--- src/rtl/chtu_pkg.sv ---
// Purpose: Constants and types of the CPU hardware trap unit.
// Assumes: One clock, synchronous active-low reset.
// Notes: Trap sources are indexed 0..8; flag bits live in trap_flag_reg.
//
// Behaviour
// - Trap branches at once, unmasked, to its vector
// - Each trap sets its own flag bit
// - Trap preempts unless equal- or higher-priority trap in service
// - Trap service blocks standard and event-transfer interrupts
// - Stack access checks pointer against both limits
// - Stack of up to 32K words, anywhere
// - Class A traps use separate vectors 08h-20h
// - Class B traps share vector 28h, number 0Ah
// - Vector segment comes from segment register
// - Spacing field sets vector distance, default 4
package chtu_pkg;

    // ----------------------------------------------------------------
    // Widths
    // ----------------------------------------------------------------
    localparam int unsigned ADDR_W = 16;
    localparam int unsigned SEG_W = 8;
    localparam int unsigned FLAG_W = 16;
    localparam int unsigned NSRC = 9;
    localparam int unsigned STACK_WORDS = 32768;

    // ----------------------------------------------------------------
    // Source indices
    // ----------------------------------------------------------------
    localparam int unsigned SRC_REQ0 = 0;
    localparam int unsigned SRC_OVF = 1;
    localparam int unsigned SRC_UNF = 2;
    localparam int unsigned SRC_SBRK = 3;
    localparam int unsigned SRC_REQ1 = 4;
    localparam int unsigned SRC_UNDEF = 5;
    localparam int unsigned SRC_ACCERR = 6;
    localparam int unsigned SRC_PROT = 7;
    localparam int unsigned SRC_ILLWORD = 8;

    // ----------------------------------------------------------------
    // Flag bit positions in trap_flag_reg
    // ----------------------------------------------------------------
    localparam int unsigned FLG_REQ0 = 15;
    localparam int unsigned FLG_OVF = 14;
    localparam int unsigned FLG_UNF = 13;
    localparam int unsigned FLG_SBRK = 12;
    localparam int unsigned FLG_REQ1 = 7;
    localparam int unsigned FLG_UNDEF = 3;
    localparam int unsigned FLG_ACCERR = 2;
    localparam int unsigned FLG_PROT = 1;
    localparam int unsigned FLG_ILLWORD = 0;
    localparam logic [FLAG_W-1:0] FLAG_RST = 16'h0000;

    // ----------------------------------------------------------------
    // Trap numbers and priority levels
    // ----------------------------------------------------------------
    localparam logic [6:0] NUM_REQ0 = 7'h02;
    localparam logic [6:0] NUM_OVF = 7'h04;
    localparam logic [6:0] NUM_UNF = 7'h06;
    localparam logic [6:0] NUM_SBRK = 7'h08;
    localparam logic [6:0] NUM_CLASSB = 7'h0a;
    localparam logic [1:0] LVL_NONE = 2'h0;
    localparam logic [1:0] LVL_REQ0 = 2'h3;
    localparam logic [1:0] LVL_STK = 2'h2;
    localparam logic [1:0] LVL_LOW = 2'h1;
    localparam logic [1:0] SPACING_RST = 2'h0;

    typedef enum logic [1:0] {
        CHTU_IDLE = 2'b00,
        CHTU_TAKE = 2'b01,
        CHTU_SERVICE = 2'b11
    } chtu_state_e;

endpackage : chtu_pkg

--- src/rtl/chtu_stack_check.sv ---
// Purpose: Stack limit comparator of the trap unit.
// Assumes: Stack grows downward; upper limit is the lowest legal address.
// Notes: Results are one-cycle pulses one cycle after the access.
module chtu_stack_check (
    input wire logic sys_clk,
    input wire logic rst_n,
    input wire logic stack_access,
    input wire logic [chtu_pkg::ADDR_W-1:0] stack_ptr,
    input wire logic [chtu_pkg::ADDR_W-1:0] stack_upper_limit,
    input wire logic [chtu_pkg::ADDR_W-1:0] stack_lower_limit,
    output logic overflow_pulse,
    output logic underflow_pulse
);

    logic ovf_q;
    logic ovf_d;
    logic unf_q;
    logic unf_d;

    // ----------------------------------------------------------------
    // Compare on every access
    // ----------------------------------------------------------------
    always_comb
    begin
        ovf_d = stack_access && (stack_ptr < stack_upper_limit);
        unf_d = stack_access && (stack_ptr > stack_lower_limit);
    end

    always_ff @(posedge sys_clk)
    begin
        if (!rst_n)
        begin
            ovf_q <= 1'b0;
            unf_q <= 1'b0;
        end
        else
        begin
            ovf_q <= ovf_d;
            unf_q <= unf_d;
        end
    end

    assign overflow_pulse = ovf_q;
    assign underflow_pulse = unf_q;

    a_ovf_detect: assert property (@(posedge sys_clk) disable iff (!rst_n)
        stack_access && (stack_ptr < stack_upper_limit) |=> overflow_pulse)
        else $error("Overflow not flagged");
    a_unf_detect: assert property (@(posedge sys_clk) disable iff (!rst_n)
        !(stack_access && (stack_ptr > stack_lower_limit)) |=> !underflow_pulse)
        else $error("Spurious underflow");

endmodule : chtu_stack_check

--- src/rtl/chtu_trap_unit.sv ---
// Purpose: Hardware trap unit: flags, priority, vector and service tracking.
// Assumes: Trap triggers are one-cycle pulses from the pipeline clock domain.
// Notes: trap_return ends the innermost trap service.
module chtu_trap_unit (
    input wire logic sys_clk,
    input wire logic rst_n,
    input wire logic sys_req0_trig,
    input wire logic soft_break_trig,
    input wire logic sys_req1_trig,
    input wire logic undef_opcode_trig,
    input wire logic mem_access_err_trig,
    input wire logic prot_instr_trig,
    input wire logic illegal_word_trig,
    input wire logic stack_access,
    input wire logic [chtu_pkg::ADDR_W-1:0] stack_ptr,
    input wire logic [chtu_pkg::ADDR_W-1:0] stack_upper_limit,
    input wire logic [chtu_pkg::ADDR_W-1:0] stack_lower_limit,
    input wire logic [chtu_pkg::SEG_W-1:0] vector_segment_reg,
    input wire logic [1:0] vector_spacing_field,
    input wire logic [chtu_pkg::FLAG_W-1:0] trap_flag_clr,
    input wire logic trap_return,
    output logic [chtu_pkg::FLAG_W-1:0] trap_flag_reg,
    output logic trap_branch,
    output logic [chtu_pkg::SEG_W+chtu_pkg::ADDR_W-1:0] trap_vector_addr,
    output logic [6:0] trap_number,
    output logic trap_active,
    output logic [1:0] trap_level,
    output logic intr_block
);

    // ----------------------------------------------------------------
    // Helper functions
    // ----------------------------------------------------------------
    function automatic logic [1:0] lvl_of(input logic [3:0] idx);
        case (idx)
            4'h0: lvl_of = chtu_pkg::LVL_REQ0;
            4'h1: lvl_of = chtu_pkg::LVL_STK;
            4'h2: lvl_of = chtu_pkg::LVL_STK;
            default: lvl_of = chtu_pkg::LVL_LOW;
        endcase
    endfunction : lvl_of

    function automatic logic [6:0] num_of(input logic [3:0] idx);
        case (idx)
            4'h0: num_of = chtu_pkg::NUM_REQ0;
            4'h1: num_of = chtu_pkg::NUM_OVF;
            4'h2: num_of = chtu_pkg::NUM_UNF;
            4'h3: num_of = chtu_pkg::NUM_SBRK;
            default: num_of = chtu_pkg::NUM_CLASSB;
        endcase
    endfunction : num_of

    // ----------------------------------------------------------------
    // Stack limit check
    // ----------------------------------------------------------------
    logic ovf_pulse;
    logic unf_pulse;

    chtu_stack_check u_stack_check (
        .sys_clk(sys_clk),
        .rst_n(rst_n),
        .stack_access(stack_access),
        .stack_ptr(stack_ptr),
        .stack_upper_limit(stack_upper_limit),
        .stack_lower_limit(stack_lower_limit),
        .overflow_pulse(ovf_pulse),
        .underflow_pulse(unf_pulse)
    );

    // ----------------------------------------------------------------
    // Events, flags and pending bits
    // ----------------------------------------------------------------
    logic [chtu_pkg::NSRC-1:0] evt;
    logic [chtu_pkg::NSRC-1:0] pend_q;
    logic [chtu_pkg::NSRC-1:0] pend_d;
    logic [chtu_pkg::NSRC-1:0] take_clr;
    logic [chtu_pkg::FLAG_W-1:0] flag_set;
    logic [chtu_pkg::FLAG_W-1:0] flag_q;
    logic [chtu_pkg::FLAG_W-1:0] flag_d;

    always_comb
    begin
        evt = '0;
        evt[chtu_pkg::SRC_REQ0] = sys_req0_trig;
        evt[chtu_pkg::SRC_OVF] = ovf_pulse;
        evt[chtu_pkg::SRC_UNF] = unf_pulse;
        evt[chtu_pkg::SRC_SBRK] = soft_break_trig;
        evt[chtu_pkg::SRC_REQ1] = sys_req1_trig;
        evt[chtu_pkg::SRC_UNDEF] = undef_opcode_trig;
        evt[chtu_pkg::SRC_ACCERR] = mem_access_err_trig;
        evt[chtu_pkg::SRC_PROT] = prot_instr_trig;
        evt[chtu_pkg::SRC_ILLWORD] = illegal_word_trig;
        flag_set = '0;
        flag_set[chtu_pkg::FLG_REQ0] = evt[chtu_pkg::SRC_REQ0];
        flag_set[chtu_pkg::FLG_OVF] = evt[chtu_pkg::SRC_OVF];
        flag_set[chtu_pkg::FLG_UNF] = evt[chtu_pkg::SRC_UNF];
        flag_set[chtu_pkg::FLG_SBRK] = evt[chtu_pkg::SRC_SBRK];
        flag_set[chtu_pkg::FLG_REQ1] = evt[chtu_pkg::SRC_REQ1];
        flag_set[chtu_pkg::FLG_UNDEF] = evt[chtu_pkg::SRC_UNDEF];
        flag_set[chtu_pkg::FLG_ACCERR] = evt[chtu_pkg::SRC_ACCERR];
        flag_set[chtu_pkg::FLG_PROT] = evt[chtu_pkg::SRC_PROT];
        flag_set[chtu_pkg::FLG_ILLWORD] = evt[chtu_pkg::SRC_ILLWORD];
        flag_d = (flag_q & ~trap_flag_clr) | flag_set;
        pend_d = (pend_q & ~take_clr) | evt;
    end

    // ----------------------------------------------------------------
    // Priority selection
    // ----------------------------------------------------------------
    logic sel_valid;
    logic [3:0] sel_idx;
    logic [1:0] sel_lvl;

    always_comb
    begin
        sel_valid = 1'b0;
        sel_idx = 4'h0;
        for (int i = chtu_pkg::NSRC - 1; i >= 0; i--)
        begin
            if (pend_q[i])
            begin
                sel_valid = 1'b1;
                sel_idx = 4'(i);
            end
        end
        sel_lvl = sel_valid ? lvl_of(sel_idx) : chtu_pkg::LVL_NONE;
    end

    // ----------------------------------------------------------------
    // Service state and nesting stack
    // ----------------------------------------------------------------
    chtu_pkg::chtu_state_e state_q;
    chtu_pkg::chtu_state_e state_d;
    logic [1:0] lvl_stk_q [0:2];
    logic [1:0] lvl_stk_d [0:2];
    logic [1:0] depth_q;
    logic [1:0] depth_d;
    logic [1:0] depth_eff;
    logic [1:0] cur_lvl;
    logic ret_ok;
    logic take;
    logic [6:0] num_q;
    logic [6:0] num_d;
    logic [chtu_pkg::SEG_W+chtu_pkg::ADDR_W-1:0] vec_q;
    logic [chtu_pkg::SEG_W+chtu_pkg::ADDR_W-1:0] vec_d;
    logic [chtu_pkg::ADDR_W-1:0] vec_off;
    typedef logic [chtu_pkg::ADDR_W-1:0] chtu_addr_t;

    always_comb
    begin
        ret_ok = trap_return && (state_q == chtu_pkg::CHTU_SERVICE) && (depth_q != 2'h0);
        depth_eff = ret_ok ? depth_q - 2'h1 : depth_q;
        cur_lvl = (depth_eff == 2'h0) ? chtu_pkg::LVL_NONE : lvl_stk_q[depth_eff - 2'h1];
        take = sel_valid && (state_q != chtu_pkg::CHTU_TAKE) && (sel_lvl > cur_lvl);
        take_clr = '0;
        if (take)
        begin
            if (sel_idx >= 4'(chtu_pkg::SRC_REQ1))
            begin
                take_clr[chtu_pkg::NSRC-1:chtu_pkg::SRC_REQ1] = '1;
            end
            else
            begin
                take_clr[sel_idx] = 1'b1;
            end
        end
        vec_off = chtu_addr_t'({9'h000, num_of(sel_idx)} << (3'h2 + {1'b0, vector_spacing_field}));
        state_d = state_q;
        depth_d = depth_eff;
        lvl_stk_d = lvl_stk_q;
        num_d = num_q;
        vec_d = vec_q;
        if (take)
        begin
            lvl_stk_d[depth_eff] = sel_lvl;
            depth_d = depth_eff + 2'h1;
            num_d = num_of(sel_idx);
            vec_d = {vector_segment_reg, vec_off};
        end
        case (state_q)
            chtu_pkg::CHTU_IDLE:
            begin
                if (take)
                begin
                    state_d = chtu_pkg::CHTU_TAKE;
                end
            end
            chtu_pkg::CHTU_TAKE:
            begin
                state_d = chtu_pkg::CHTU_SERVICE;
            end
            chtu_pkg::CHTU_SERVICE:
            begin
                if (take)
                begin
                    state_d = chtu_pkg::CHTU_TAKE;
                end
                else if (depth_eff == 2'h0)
                begin
                    state_d = chtu_pkg::CHTU_IDLE;
                end
            end
            default:
            begin
                state_d = chtu_pkg::CHTU_IDLE;
            end
        endcase
    end

    always_ff @(posedge sys_clk)
    begin
        if (!rst_n)
        begin
            state_q <= chtu_pkg::CHTU_IDLE;
            depth_q <= 2'h0;
            lvl_stk_q <= '{2'h0, 2'h0, 2'h0};
            num_q <= 7'h00;
            vec_q <= '0;
            flag_q <= chtu_pkg::FLAG_RST;
            pend_q <= '0;
        end
        else
        begin
            state_q <= state_d;
            depth_q <= depth_d;
            lvl_stk_q <= lvl_stk_d;
            num_q <= num_d;
            vec_q <= vec_d;
            flag_q <= flag_d;
            pend_q <= pend_d;
        end
    end

    // ----------------------------------------------------------------
    // Outputs
    // ----------------------------------------------------------------
    assign trap_flag_reg = flag_q;
    assign trap_branch = (state_q == chtu_pkg::CHTU_TAKE);
    assign trap_vector_addr = vec_q;
    assign trap_number = num_q;
    assign trap_active = (depth_q != 2'h0);
    assign trap_level = (depth_q == 2'h0) ? chtu_pkg::LVL_NONE : lvl_stk_q[depth_q - 2'h1];
    assign intr_block = (depth_q != 2'h0);

    // ----------------------------------------------------------------
    // Checks
    // ----------------------------------------------------------------
    a_req0_vector: assert property (@(posedge sys_clk) disable iff (!rst_n)
        sys_req0_trig && !trap_active && (state_q == chtu_pkg::CHTU_IDLE)
        && vector_spacing_field == 2'h0 |=> ##1 trap_branch
        && trap_vector_addr[chtu_pkg::ADDR_W-1:0] == 16'h0008 && trap_number == 7'h02)
        else $error("Request 0 vector wrong");
    a_classb_vec: assert property (@(posedge sys_clk) disable iff (!rst_n)
        trap_branch && trap_number == 7'h0a && vector_spacing_field == 2'h0
        |-> trap_vector_addr[chtu_pkg::ADDR_W-1:0] == 16'h0028)
        else $error("Class B vector wrong");
    a_seg_used: assert property (@(posedge sys_clk) disable iff (!rst_n)
        take |=> trap_vector_addr[chtu_pkg::SEG_W+chtu_pkg::ADDR_W-1:chtu_pkg::ADDR_W]
        == $past(vector_segment_reg))
        else $error("Vector segment not taken");
    a_flag_set: assert property (@(posedge sys_clk) disable iff (!rst_n)
        undef_opcode_trig |=> trap_flag_reg[chtu_pkg::FLG_UNDEF])
        else $error("Flag not set");
    a_flag_sticky: assert property (@(posedge sys_clk) disable iff (!rst_n)
        trap_flag_reg[chtu_pkg::FLG_REQ0] && !trap_flag_clr[chtu_pkg::FLG_REQ0]
        |=> trap_flag_reg[chtu_pkg::FLG_REQ0])
        else $error("Flag dropped without clear");
    a_no_preempt: assert property (@(posedge sys_clk) disable iff (!rst_n)
        trap_level == chtu_pkg::LVL_REQ0 && !trap_return |=> !trap_branch)
        else $error("Preempted by lower trap");
    a_take_fast: assert property (@(posedge sys_clk) disable iff (!rst_n)
        sys_req0_trig && trap_level != chtu_pkg::LVL_REQ0 |-> ##[1:3] trap_branch)
        else $error("Trap not taken promptly");
    a_block_irq: assert property (@(posedge sys_clk) disable iff (!rst_n)
        trap_branch |-> intr_block ##1 intr_block)
        else $error("Interrupts not blocked");
    a_stk_trap: assert property (@(posedge sys_clk) disable iff (!rst_n)
        ovf_pulse |=> trap_flag_reg[chtu_pkg::FLG_OVF])
        else $error("Overflow flag missing");

    c_nested: cover property (@(posedge sys_clk) disable iff (!rst_n)
        trap_branch ##[1:10] (trap_branch && depth_q == 2'h2));
    c_classb: cover property (@(posedge sys_clk) disable iff (!rst_n)
        trap_branch && trap_number == chtu_pkg::NUM_CLASSB);
    c_return: cover property (@(posedge sys_clk) disable iff (!rst_n)
        trap_active ##1 !trap_active);

endmodule : chtu_trap_unit

--- config.mk ---
export PLATFORM = sky130hd
export DESIGN_NAME = chtu_trap_unit
export DESIGN_NICKNAME = d
export VERILOG_FILES = /design/src/rtl/chtu_pkg.sv /design/src/rtl/chtu_stack_check.sv /design/src/rtl/chtu_trap_unit.sv
export SDC_FILE = /design/constraint.sdc
export NUM_CORES = 1
export LEC_CHECK = 0
export BUFFER_PORTS_ARGS = -buffer_cell sky130_fd_sc_hd__buf_2
export CORE_MARGIN = 1.5
export CORE_UTILIZATION = 30
export DETAILED_ROUTE_END_ITERATION = 10
export GPL_TIMING_DRIVEN = 1
export PLACE_DENSITY = 0.66
export SLEW_MARGIN = 30
export SYNTH_ARGS = -nofsm -noshare
export SYNTH_HDL_FRONTEND = slang
export SYNTH_SLANG_ARGS = --single-unit
export TNS_END_PERCENT = 1
--- constraint.sdc ---
create_clock -name sys_clk -period 3.72 [get_ports sys_clk]
set_clock_uncertainty 0.1 [all_clocks]
set_input_delay 0.93 -clock sys_clk [delete_from_list [all_inputs] [get_ports sys_clk]]
set_output_delay 0.93 -clock sys_clk [all_outputs]
set_load 0.01 [all_outputs]
==> results by group <==
Worst setup path
  – Slowest CP cell: dfxtp_2
  – Cell family with most CP delay: simple AND/OR/NAND/NOR gates
  – Worst path arrival time: 3650 ps
  – Instance count on the critical path: 15
  – Required @ worst endpoint: 3820 ps
  – R2R cell count: 15
  – Startpoint Class: register
  – Crit path max fanout: 17
  – CP Buf/Inv Count: 4
  – Crit path kind: reg -> reg
  – Critical path cell sequence: inv_1, ha_2, nand4b_1, xnor2_2, buf_4, inv_1, ha_1, or2_2, ha_1, nor2b_2, o221a_4, nand2_8, buf_4, a21oi_1, nor2_1
  – Largest stage delay, worst path: 370 ps
  – Critical Path End Type: register

Route
  – Antenna viol nets, final: 0
  – Routed length per placed instance: 12.1 microns
  – DR pass1 iterations: 4
  – DRC Markers: 0
  – Vias/cell: 4.65
  – Via count: 3184
  – Final WL: 8320 microns
  – DR iter-0 viols: 122

Floorplanning
  – Die area: 0.0116 sq mm
  – Die Wd: 108 microns
  – Initial Util: 30.6%
  – I/O Pins: 137
  – Core area: 0.0107 sq mm
  – FP Rows: 38
  – Chip height: 108 microns

Clock network
  – # hold bufs at CTS: 0
  – Max H-tree Level: 3
  – Clk buf depth: 2
  – Reg clk slew, reported paths: 70 ps
  – Root buf cell: clkbuf_8
  – CTS tree: yes
  – Skew-Pair Late Insertion Delay: 340 ps
  – CTS Buf Count: 9
  – Clk sinks: 58

Global routing
  – Total gr overflow: 0
  – Largest net degree at the start of global routing: 47
  – Vias in the first global route: 3037
  – Global-route wire length before repair: 13400 microns
  – GRT Util Overall: 14.7%
  – Initial antenna violation count: 0

Cells and area
  – Layout area overhead: 33.6%
  – Ant diodes: 0
  – Max reg flops: 18
  – Layout Nets: 662
  – Multi-input gate area: 0.00189 sq mm
  – # fillers: 1091
  – Share of cells above drive strength 1: 33.0%
  – Final Cell Area: 0.00440 sq mm
  – FF/Latch Area: 0.00116 sq mm

Synthesis
  – Synth Instances: 403
  – Ys flop type: dfxtp_1
  – YS warnings: 0
  – Synth area leader: dfxtp_1
  – Synthesized area per cell: 8.17 sq um
  – Ranking of synthesized cells by area: dfxtp_1, ha_1, a21oi_1, inv_1, nor2_1
  – Register area share after synthesis: 35.3%
  – Synth cell types: 57
  – Count leader, synth: dfxtp_1
  – Synth top cells by count: dfxtp_1, inv_1, a21oi_1, nor2_1, ha_1
  – Share of the synthesized area in the top cell type: 35.3%
  – EDFF count, synth: 0
  – Yosys reg bits: 58
  – Async SR Flop Fraction: 0%
  – Post-Syn Area: 0.00329 sq mm

STA
  – Period utilisation layout: 95.4%
  – Minimum clock period: 3550 ps
  – Setup Viol. Count Final: 0
  – Peak Freq: 282 MHz
  – Worst-margin pin slew: 799 ps
  – Final Max Slew Viols: 0
  – Setup ws final: 172 ps
  – Max transition margin: 46.7%
  – Final Hold Fails: 0

Pwr
  – PnR Total Power: 0.00275 W
  – Peak VDD IR: 0.000333 V
  – Leakage power: 2.28 nW
  – Pwr/cell area: 625 mW/mm^2

Hold path
  – Hold Crit Depth: 2
  – Type of the most critical hold path: reg -> reg

Placement
  – DP Area: 0.00405 sq mm
  – Dpl hpwl: 6400 microns
  – GP Congestion: 0.820
  – Port buffer count: 126
  – Setup WS pre-CTS: -138 ps

Run status
  – Status: complete, no violations

Job
  – MaxCap Viol Count: 0
==> area by class of cell <==
class                   instances  share of cell area (%)
multi-input cells             279                    42.9
clock inverters                 7                    2.85
inverters                      54                    4.61
clock buffers                   9                    2.82
repair buffers                138                    16.4
flip-flops and latches         58                    26.4
well taps                     140                    3.99
==> cells by family after synthesis <==
kind of cell | synth area share [%]
simple gates | 18.4
compound gates | 19.1
buf+inv | 11.2
flops | 35.3
fa+ha+maj | 14.1
mux | 1.22
xor+xnor | 0.532
other cells | 0.114
==> cells in the final DEF, fill, tap and decap left out, types with 6 or more instances in the layout <==
master,n
buf_2,126
dfxtp_1,57
inv_1,53
nor2_1,48
a21oi_1,48
ha_1,35
nand2_1,30
buf_4,12
conb_1,10
o21ai_0,9
clkbuf_8,9
a21o_1,8
nor3b_1,7
nand4_1,6
==> worst register-to-register path: stages, from the launching register on <==
cell,delay [ps]
dfxtp_2,370
inv_1,90
ha_2,210
nand4b_1,320
xnor2_2,330
buf_4,180
inv_1,90
ha_1,220
or2_2,300
ha_1,290
nor2b_2,170
o221a_4,270
nand2_8,110
buf_4,170
a21oi_1,140
nor2_1,50
==> through the flow <==
step / util, % / cells / hold slack, ps / setup TNS (ps)
finish: 40.9 / 685 / 353 / 0
global route: 40.9 / 685 / 370 / -172
CTS: 40.1 / 683 / 354 / -33.6
detailed placement: 37.7 / 667 / 344 / -2020
global placement: 37.7 / 667 / 343 / -231
floorplan: - / 412 / 325 / 0
==> path summary, 6_finish.rpt <==
| kind | startpoint | to | slack [ps] |
|---|---|---|---|
| worst max-delay path | depth_q[0] | trap_vector_addr[3] | 170 |
| worst min-delay path | trap_vector_addr[16] | trap_vector_addr[16] | 350 |
| worst max register to register | depth_q[0] | trap_vector_addr[3] | 170 |
| worst min register to register | trap_vector_addr[16] | trap_vector_addr[16] | 350 |
==> power by group <==
part           total (W)  switching [W]  internal (W)  leakage [nW]
registers       0.000833      0.0000921      0.000741         0.477
logic            0.00119       0.000646      0.000547          1.68
clock network   0.000723       0.000273      0.000450         0.124
==> metal layers <==
| layer | global-route usage (%) | vias up | share of wire [%] |
|---|---|---|---|
| li1 | - | 1638 | - |
| met2 | 25.1 | 116 | 48 |
| met4 | 6.58 | 0 | 2.3 |
| met3 | 4.42 | 18 | 6.1 |
| met5 | 0 | - | 0 |
| met1 | 16.9 | 1412 | 44 |
==> timing repair <==
action / 4_1_cts / 5_1_grt
buffers inserted: 0 / 0
gates resized for setup: 1 / 15
pin swaps: 0 / 7
gates cloned: 0 / 2
endpoints found under the setup margin: 5 / 38
(Power assumes the default switching activity.)
